--- src/hdl/psr_regs.svh ---
// constants of the parallel-load shift register: widths, depths, resets
// assumes inclusion by bare name from the package and design modules
`ifndef PSR_REGS_SVH
`define PSR_REGS_SVH

`define PSR_STAGES 8
`define PSR_EVT_W 9
`define PSR_KIND_BIT 8
`define PSR_FIFO_DEPTH 32
`define PSR_PIN_RST 1'h1
`define PSR_CNT_W 4
`define PSR_CNT_RST 4'h0
`define PSR_CNT_FULL 4'h8
`define PSR_OE_RST 1'h0

`endif

--- src/hdl/psr_pkg.sv ---
// types and helpers shared by the shift register and its bench
// assumes psr_regs.svh is on the include path
`include "psr_regs.svh"
package psr_pkg;
    typedef logic [`PSR_STAGES-1:0] psr_stage_type;
    typedef logic [`PSR_EVT_W-1:0] psr_evt_type;
    // operating mode, one-hot
    typedef enum logic [1:0] {
        PSR_MODE_LOAD = 2'h1,
        PSR_MODE_SHIFT = 2'h2
    } psr_mode_type;

    // move every stage one place toward the output, new bit in stage 0
    function automatic psr_stage_type psr_shift_in(
        input psr_stage_type stages,
        input logic ser
    );
        psr_shift_in = {stages[`PSR_STAGES-2:0], ser};
    endfunction : psr_shift_in
endpackage : psr_pkg

--- src/hdl/psr_stream_if.sv ---
// valid/ready carrier for stage events between the pin decoder and engine
// assumes one clock shared by both ends
`timescale 1ns/1ps
interface psr_stream_if #(parameter int W = 9);
    logic valid;
    logic ready;
    logic [W-1:0] data;
    modport src (output valid, output data, input ready);
    modport snk (input valid, input data, output ready);
endinterface : psr_stream_if

--- src/hdl/psr_fifo.sv ---
// first-in first-out queue of stage events, width and depth parameters
// assumes synchronous use on one clock, active-low asynchronous reset
`timescale 1ns/1ps
module psr_fifo #(
    parameter int W = 9,
    parameter int DEPTH = 32
) (
    input wire logic clk_i,
    input wire logic rstn_i,
    psr_stream_if.snk wr,
    psr_stream_if.src rd
);
    localparam int AW = $clog2(DEPTH);

    logic [W-1:0] mem [DEPTH];
    logic [AW:0] wr_ptr_reg;
    logic [AW:0] rd_ptr_reg;
    logic full;
    logic empty;
    logic do_wr;
    logic do_rd;

    // full when pointers differ only in the wrap bit
    assign full = (wr_ptr_reg[AW] != rd_ptr_reg[AW]) &&
                  (wr_ptr_reg[AW-1:0] == rd_ptr_reg[AW-1:0]);
    assign empty = (wr_ptr_reg == rd_ptr_reg);
    assign wr.ready = !full;
    assign rd.valid = !empty;
    assign rd.data = mem[rd_ptr_reg[AW-1:0]];
    assign do_wr = wr.valid && !full;
    assign do_rd = rd.ready && !empty;

    // storage, no reset needed
    always_ff @(posedge clk_i) begin
        if (do_wr) begin
            mem[wr_ptr_reg[AW-1:0]] <= wr.data;
        end
    end

    // write pointer
    always_ff @(posedge clk_i or negedge rstn_i) begin
        if (!rstn_i) begin
            wr_ptr_reg <= '0;
        end else if (do_wr) begin
            wr_ptr_reg <= wr_ptr_reg + 1'b1;
        end
    end

    // read pointer
    always_ff @(posedge clk_i or negedge rstn_i) begin
        if (!rstn_i) begin
            rd_ptr_reg <= '0;
        end else if (do_rd) begin
            rd_ptr_reg <= rd_ptr_reg + 1'b1;
        end
    end
endmodule : psr_fifo

--- src/hdl/psr_top.sv ---
// eight-stage parallel-load / serial-in shift register, open-drain outputs
// assumes all pin inputs synchronous to CORE_CLK_I; pull-ups sit outside
`timescale 1ns/1ps
`include "psr_regs.svh"

// Overview of operation
// RULE1 - eight stages, parallel or serial fill
// RULE2 - two modes: load and shift
// RULE3 - load low copies parallel inputs, clocks ignored
// RULE4 - during load output shows last parallel input
// RULE5 - no edge in shift mode holds stages
// RULE6 - edge shifts stages, serial into first
// RULE7 - last stage value dropped on shift
// RULE8 - outputs always reflect last stage; both pull-low enables are released while RSTN_I is low
// RULE9 - inhibit high blocks clock edges
// RULE10 - clock and inhibit interchangeable
// RULE11 - shift toward output, last parallel first
// RULE12 - outputs only pull low, else released
// RULE13 - no reset of stages, unknown at start
// RULE14 - controller loads, then clocks seven times
// RULE15 - pull-low enable asserted for logic low
module psr_top
    import psr_pkg::*;
(
    input wire logic CORE_CLK_I,
    input wire logic RSTN_I,
    input wire logic SHIFT_NOT_LOAD_I,
    input wire logic SHIFT_CLK_I,
    input wire logic CLOCK_INHIBIT_I,
    input wire logic SERIAL_I,
    input wire logic [`PSR_STAGES-1:0] PAR_I,
    input wire logic FREEZE_I,
    output logic SER_Q_O,
    output logic SER_Q_OE_O,
    output logic SER_QN_O,
    output logic SER_QN_OE_O,
    output logic DATA_VALID_O,
    output logic EVT_READY_O
);
    psr_mode_type mode_reg;
    psr_mode_type mode_next;
    logic clk_prev_reg;
    logic inh_prev_reg;
    psr_stage_type par_prev_reg;
    logic clk_rise;
    logic inh_rise;
    logic shift_evt;
    logic load_evt;
    psr_stage_type stage_reg;
    psr_stage_type stage_next;
    logic [`PSR_CNT_W-1:0] cnt_reg;
    logic [`PSR_CNT_W-1:0] cnt_next;
    logic q_oe_reg;
    logic qn_oe_reg;
    logic valid_reg;
    logic ready_reg;
    logic pop;
    logic pop_load;

    psr_stream_if #(.W(`PSR_EVT_W)) ev_in ();
    psr_stream_if #(.W(`PSR_EVT_W)) ev_out ();

    // mode follows the shift-not-load pin
    assign mode_next = SHIFT_NOT_LOAD_I ? PSR_MODE_SHIFT : PSR_MODE_LOAD;

    always_ff @(posedge CORE_CLK_I or negedge RSTN_I) begin
        if (!RSTN_I) begin
            mode_reg <= PSR_MODE_SHIFT;
        end else begin
            mode_reg <= mode_next; // RULE2
        end
    end

    // previous pin levels for edge detection; reset high so no false edge
    always_ff @(posedge CORE_CLK_I or negedge RSTN_I) begin
        if (!RSTN_I) begin
            clk_prev_reg <= `PSR_PIN_RST;
            inh_prev_reg <= `PSR_PIN_RST;
        end else begin
            clk_prev_reg <= SHIFT_CLK_I;
            inh_prev_reg <= CLOCK_INHIBIT_I;
        end
    end

    // last parallel word seen, so repeated loads of one word queue once
    always_ff @(posedge CORE_CLK_I) begin
        par_prev_reg <= PAR_I;
    end

    // rising edge on either clock pin; the other pin being low is checked in shift_evt
    assign clk_rise = SHIFT_CLK_I && !clk_prev_reg;
    assign inh_rise = CLOCK_INHIBIT_I && !inh_prev_reg;

    // edges only count in shift mode
    always_comb begin
        shift_evt = 1'b0;
        case (mode_next)
            PSR_MODE_SHIFT: begin
                shift_evt = (clk_rise && !CLOCK_INHIBIT_I) || // RULE9
                            (inh_rise && !SHIFT_CLK_I); // RULE10
            end
            PSR_MODE_LOAD: begin
                shift_evt = 1'b0; // RULE3
            end
            default: begin
                shift_evt = 1'b0;
            end
        endcase
    end

    // load queued on entering load mode or when the parallel word changes
    assign load_evt = (mode_next == PSR_MODE_LOAD) &&
                      ((mode_reg != PSR_MODE_LOAD) ||
                       (PAR_I != par_prev_reg)); // RULE3

    // event word: kind bit, then parallel word or serial bit
    assign ev_in.valid = load_evt || shift_evt;
    assign ev_in.data = load_evt ? {1'b1, PAR_I} :
                        {1'b0, {(`PSR_STAGES-1){1'b0}}, SERIAL_I};

    // queue between pin decoder and stage engine
    psr_fifo #(
        .W(`PSR_EVT_W),
        .DEPTH(`PSR_FIFO_DEPTH)
    ) u_fifo (
        .clk_i(CORE_CLK_I),
        .rstn_i(RSTN_I),
        .wr(ev_in),
        .rd(ev_out)
    );

    // engine drains one event per cycle unless frozen
    assign ev_out.ready = !FREEZE_I;
    assign pop = ev_out.valid && ev_out.ready;
    assign pop_load = pop && ev_out.data[`PSR_KIND_BIT];

    // next stage contents
    always_comb begin
        stage_next = stage_reg; // RULE5
        if (pop_load) begin
            stage_next = ev_out.data[`PSR_STAGES-1:0]; // RULE3
        end else if (pop) begin
            // last stage falls off the end and is not kept
            stage_next = psr_shift_in(stage_reg, ev_out.data[0]); // RULE6
        end
    end

    // the stages themselves carry no reset
    always_ff @(posedge CORE_CLK_I) begin
        stage_reg <= stage_next; // RULE1 RULE7 RULE11 RULE13
    end

    // shifts since start; data valid after a load or eight shifts
    always_comb begin
        cnt_next = cnt_reg;
        if (pop_load) begin
            cnt_next = `PSR_CNT_FULL;
        end else if (pop && cnt_reg != `PSR_CNT_FULL) begin
            cnt_next = cnt_reg + 1'b1;
        end
    end

    always_ff @(posedge CORE_CLK_I or negedge RSTN_I) begin
        if (!RSTN_I) begin
            cnt_reg <= `PSR_CNT_RST;
            valid_reg <= 1'b0;
        end else begin
            cnt_reg <= cnt_next;
            valid_reg <= (cnt_next == `PSR_CNT_FULL); // RULE13
        end
    end

    // open-drain drives: enable pulls low, released in reset, then follows last stage even before data valid
    always_ff @(posedge CORE_CLK_I or negedge RSTN_I) begin
        if (!RSTN_I) begin
            q_oe_reg <= `PSR_OE_RST;
            qn_oe_reg <= `PSR_OE_RST;
        end else begin
            q_oe_reg <= !stage_next[`PSR_STAGES-1]; // RULE8 RULE15
            qn_oe_reg <= stage_next[`PSR_STAGES-1]; // RULE12 RULE4
        end
    end

    // room in the event queue, seen by the controller
    always_ff @(posedge CORE_CLK_I or negedge RSTN_I) begin
        if (!RSTN_I) begin
            ready_reg <= 1'b0;
        end else begin
            ready_reg <= ev_in.ready;
        end
    end

    // driven level of an open-drain pin is always low
    always_ff @(posedge CORE_CLK_I or negedge RSTN_I) begin
        if (!RSTN_I) begin
            SER_Q_O <= 1'b0;
            SER_QN_O <= 1'b0;
        end else begin
            SER_Q_O <= 1'b0; // RULE12
            SER_QN_O <= 1'b0; // RULE12
        end
    end

    assign SER_Q_OE_O = q_oe_reg;
    assign SER_QN_OE_O = qn_oe_reg;
    assign DATA_VALID_O = valid_reg;
    assign EVT_READY_O = ready_reg;
endmodule : psr_top

--- config.mk ---
export PLATFORM = sky130hd
export DESIGN_NAME = psr_top
export DESIGN_NICKNAME = d
export VERILOG_FILES = /design/src/hdl/psr_pkg.sv /design/src/hdl/psr_stream_if.sv /design/src/hdl/psr_fifo.sv /design/src/hdl/psr_top.sv
export VERILOG_INCLUDE_DIRS = /design/src /design/src/hdl
export SDC_FILE = /design/constraint.sdc
export NUM_CORES = 1
export LEC_CHECK = 0
export BUFFER_PORTS_ARGS = -buffer_cell sky130_fd_sc_hd__buf_2
export CAP_MARGIN = 20
export CORE_MARGIN = 3
export CORE_UTILIZATION = 55
export CTS_CLUSTER_DIAMETER = 80
export CTS_CLUSTER_SIZE = 28
export DETAILED_ROUTE_END_ITERATION = 8
export HOLD_SLACK_MARGIN = 0.12
export PLACE_DENSITY = 0.71
export SLEW_MARGIN = 0
export SYNTH_ARGS = -nofsm -noshare
export SYNTH_HDL_FRONTEND = slang
export SYNTH_HIERARCHICAL = 1
export SYNTH_SLANG_ARGS = --single-unit
--- constraint.sdc ---
create_clock -name CORE_CLK_I -period 3.7 [get_ports CORE_CLK_I]
set_clock_uncertainty 0.15 [all_clocks]
set_input_delay 0.74 -clock CORE_CLK_I [delete_from_list [all_inputs] [get_ports CORE_CLK_I]]
set_output_delay 0.74 -clock CORE_CLK_I [all_outputs]
set_load 0.02 [all_outputs]
==> results.md <==
- The flow ran to the end, and the final reports show no timing, DRC or antenna violations.
- Buffers inserted to repair hold after CTS numbered 1.
- The detailed router's first-iteration violation count is 783.
- The type of the worst setup path is reg -> reg.
- For this run, the number of Yosys warnings is 6.
- The number of levels in the clock H-tree is 1.
- Of the cells placed in the final design, the portion with a size suffix greater than 1 is 30.4%.
- Sorting the synthesized cells by area gives the leading types as sky130_fd_sc_hd__edfxtp_1 (68%), sky130_fd_sc_hd__mux4_2 (16%), sky130_fd_sc_hd__dfrtp_1 (4.0%).
- The leading cell type in the layout, fill and taps excluded is sky130_fd_sc_hd__edfxtp_1.
- Summing the sequential cell areas from Yosys gives 74.3% of the chip area.
- The root buffer selected by CTS is sky130_fd_sc_hd__clkbuf_16.
- The final design instance area without fill is 14100 sq um.
- Setup repair after global routing left no endpoint under its margin.
- In this run, synthesis inferred 295 flip-flops with an integrated enable.
- For this run the aggregate overflow at the end of global routing stands at 0.
- The floorplan step set the die height to 160 um.
- The pre-antenna-repair detailed-routing pass consisted of 5 iterations.
- In this run the tightest slew margin relative to its limit is 50.9%.
- The tree built by TritonCTS fans out to 328 sinks.
- At the worst endpoint, the arrival time is 3.40 ns.
- The mean area per synthesized cell is 21.2 sq um.
- For this configuration, the core starts out at a cell density of 56.6%.
- After the last flow step, the layout net total stands at 695.
- The horizontal extent of the die is 160 um.
- TritonCTS built the clock tree.
- Counting the buffers created by CTS gives 15.
- The maximum vdd ir drop is 0.365 mV.
- Global routing consumed, over all layers together, 20.4% of the routing resources.
- At the end of routability-driven placement, the weighted congestion stood at 0.816.
- The max-slew violation total from the final report is 0.
- The power density over the cells is 696 nW/um^2.
- The clock-pin slew on the worst setup and hold paths is 0.11 ns.
- The first global-routing pass estimated 39000 um of wire.
- 0 antenna diodes ended up in the layout.
- The number of nets with antenna violations after detailed routing is 0.
- In the routed design, unresolved DRC markers number 0.
- The highest fanout seen on the critical path is 29.
- The worst path needs 3.16 ns of the cycle, external delays included.
- The kind of capture point of the worst setup path is a register.
- The number of global-route vias before repair is 6168.
- The final core utilization is 61.7%.
- The setup TNS is 0 ns.
- The synthesized netlist occupies a cell area of 13000 sq um.
- For this design the top-level I/O count stands at 21.
- The clock insertion delay at the later pin of the skew report is 0.49 ns.
- The post-synthesis register bit count is 328.
- The placed instances occupy a cell area of 13700 sq um.
- The flip-flop count of the largest register after layout is 288.
- Summed over all layers, the routed wires come to 25600 um.
- Setup violations remaining at the end of the flow were counted as 0.
- Once the clock tree was built, the setup fixing pass inserted 0 buffers.
- Summing over every cut layer, the via total after detailed routing is 6094.
- The most used flip-flop cell after synthesis is sky130_fd_sc_hd__edfxtp_1.
- After detailed routing, the average wire length per cell comes to 25.8 um.
- Detailed placement finished with a half-perimeter wire length of 16500 um.
- Entering global routing, the biggest net connects 41 pins.
- The synthesized netlist contains 46 unique library cells.
- The count of final hold-check violations is 0.
- The clock tree buffer depth is 3.
- The synthesized design devotes to its leading area cell type 68.3% of total area.
- Across the run, the number of max-cap violations was 0.
- The worst setup path is launched from a register.
- Based on the critical path, the design can be clocked at up to 317 MHz.
- The top cell types in the final layout, fill and taps aside, are sky130_fd_sc_hd__edfxtp_1 (295), sky130_fd_sc_hd__mux4_2 (90), sky130_fd_sc_hd__buf_4 (49), sky130_fd_sc_hd__nor2_1 (42), sky130_fd_sc_hd__dfrtp_1 (19).
- The fraction of synthesis flops using an asynchronous set or reset pin is 7.32%.
- The die area is 25500 sq um.
- The number of antenna violations at the first check in global routing came to 0.
- The required time of the critical path is 3.94 ns.
- The count of buffers added on input and output ports is 18.
- The largest total area in the synthesized netlist belongs to sky130_fd_sc_hd__edfxtp_1.
- The worst hold-check path type is in -> reg.
- The actual transition at the worst max-transition pin is 0.736 ns.
- The total core area is 22900 sq um.
- Dividing the detail-routed via count by the number of cells gives 6.16.
- The leakage component of the power is 4.64 nW.
- After layout, the worst path uses 85.3% of the clock period.
- The row count is 55.
- Synthesis produced a netlist whose cell count is 613.
- Gates resized during post-CTS repair numbered 0.
- The area growth from synthesis to layout is 8.99%.
synthesized netlist by cell type, types with 2 or more instances:
cell                       number
sky130_fd_sc_hd__a21oi_1        3
sky130_fd_sc_hd__nor3_1         2
sky130_fd_sc_hd__nand2_1        9
sky130_fd_sc_hd__clkbuf_1      11
sky130_fd_sc_hd__buf_6          5
sky130_fd_sc_hd__nand3_1        7
sky130_fd_sc_hd__ha_1           7
sky130_fd_sc_hd__inv_1         10
sky130_fd_sc_hd__o21ai_0        4
sky130_fd_sc_hd__xor2_1        15
sky130_fd_sc_hd__nand3b_1       6
sky130_fd_sc_hd__mux4_2        90
sky130_fd_sc_hd__nor2_1        42
sky130_fd_sc_hd__or4_1          2
sky130_fd_sc_hd__dfxtp_1        9
sky130_fd_sc_hd__mux2_2        10
sky130_fd_sc_hd__buf_2          2
sky130_fd_sc_hd__xnor2_1        8
sky130_fd_sc_hd__buf_4          3
sky130_fd_sc_hd__and2_2         7
sky130_fd_sc_hd__edfxtp_1     295
sky130_fd_sc_hd__dfrtp_1       21
sky130_fd_sc_hd__mux2i_1        7
sky130_fd_sc_hd__nand4_1        3
sky130_fd_sc_hd__and2_1         2
sky130_fd_sc_hd__dfstp_2        3
sky130_fd_sc_hd__buf_1          7
sky130_fd_sc_hd__nor3b_1        4
sky130_fd_sc_hd__nand2b_1       2
kinds of logic (layout without fill, tap and decap cells):
logic type | count (synthesis) | count (layout) | share of synthesized area, %
flip-flops | 328 | 328 | 74.3
buffers and inverters | 38 | 101 | 1.49
AND/OR/NAND/NOR | 93 | 93 | 3.73
other | 1 | 2 | 0.0289
AO/OA/AOI/OAI | 13 | 13 | 0.868
multiplexers | 109 | 109 | 17.2
XOR/XNOR | 24 | 24 | 1.68
adder cells (fa/ha/maj) | 7 | 7 | 0.675
where the power goes:
| part | total [W] | internal [W] | leakage [nW] | switching (W) |
|---|---|---|---|---|
| sequential | 0.00478 | 0.00445 | 3.06 | 0.000332 |
| combinational | 0.00327 | 0.00164 | 1.38 | 0.00163 |
| clock | 0.00179 | 0.000767 | 0.198 | 0.00103 |
| total | 0.00984 | 0.00685 | 4.64 | 0.00299 |
routing by layer:
metal  GRT usage [%]  wire length (um)  part of all wire (%)  vias up
li1                -                 -                     -     2588
met1            31.6             11100                    43     3276
met2            31.7             12200                    48      198
met3            2.54              1660                   6.5       32
met4            5.05               566                   2.2        0
met5               0                 0                     0        -
through the flow:
| step | setup slack (ns) | total power (W) | hold WS, ns | cells |
|---|---|---|---|---|
| floorplan | 0.162 | 0.00713 | 0.294 | 614 |
| global placement | 0.533 | 0.00803 | 0.338 | 968 |
| detailed placement | 0.517 | 0.00813 | 0.340 | 968 |
| CTS | 0.493 | 0.00990 | 0.199 | 990 |
| global route | 0.355 | 0.0103 | 0.195 | 990 |
| finish | 0.544 | 0.00984 | 0.215 | 990 |
critical path, cell delays in order, from the launching register on:
cell and delay [ns]:
sky130_fd_sc_hd__dfrtp_4 0.82, sky130_fd_sc_hd__buf_4 0.36, sky130_fd_sc_hd__mux4_2 0.54, sky130_fd_sc_hd__mux4_2 0.50, sky130_fd_sc_hd__mux2_2 0.29, sky130_fd_sc_hd__mux2i_1 0.15, sky130_fd_sc_hd__o21a_1 0.16, sky130_fd_sc_hd__inv_1 0.06
final cells by class:
| class | instances | area (sq um) |
|---|---|---|
| Clock buffer | 20 | 398 |
| Clock inverter | 1 | 8.76 |
| Fill cell | 1537 | 8770 |
| Inverter | 10 | 37.5 |
| Multi-Input combinational cell | 248 | 3150 |
| Sequential cell | 328 | 9650 |
| Tap cell | 313 | 392 |
| Timing Repair Buffer | 70 | 508 |
path summary, 6_finish.rpt:
| path | start | end | slack [ns] | cells past startpoint |
|---|---|---|---|---|
| worst max-delay path | u_fifo/rd_ptr_reg[0]$_DFFE_PN0P_ | SER_QN_OE_O$_DFF_PN0_ | 0.54 | 7 |
| worst min-delay path | SHIFT_CLK_I | clk_prev_reg$_DFF_PN1_ | 0.21 | 1 |
| worst max register to register | u_fifo/rd_ptr_reg[0]$_DFFE_PN0P_ | SER_QN_OE_O$_DFF_PN0_ | 0.54 | 7 |
| worst min register to register | u_fifo/wr_ptr_reg[5]$_DFFE_PN0P_ | u_fifo/wr_ptr_reg[5]$_DFFE_PN0P_ | 0.36 | 1 |
| max in group asynchronous | RSTN_I | u_fifo/rd_ptr_reg[0]$_DFFE_PN0P_ | 2.41 | 2 |
| min in group asynchronous | RSTN_I | u_fifo/rd_ptr_reg[2]$_DFFE_PN0P_ | 0.59 | 2 |
Note: power is estimated with default switching activity, not from simulation.
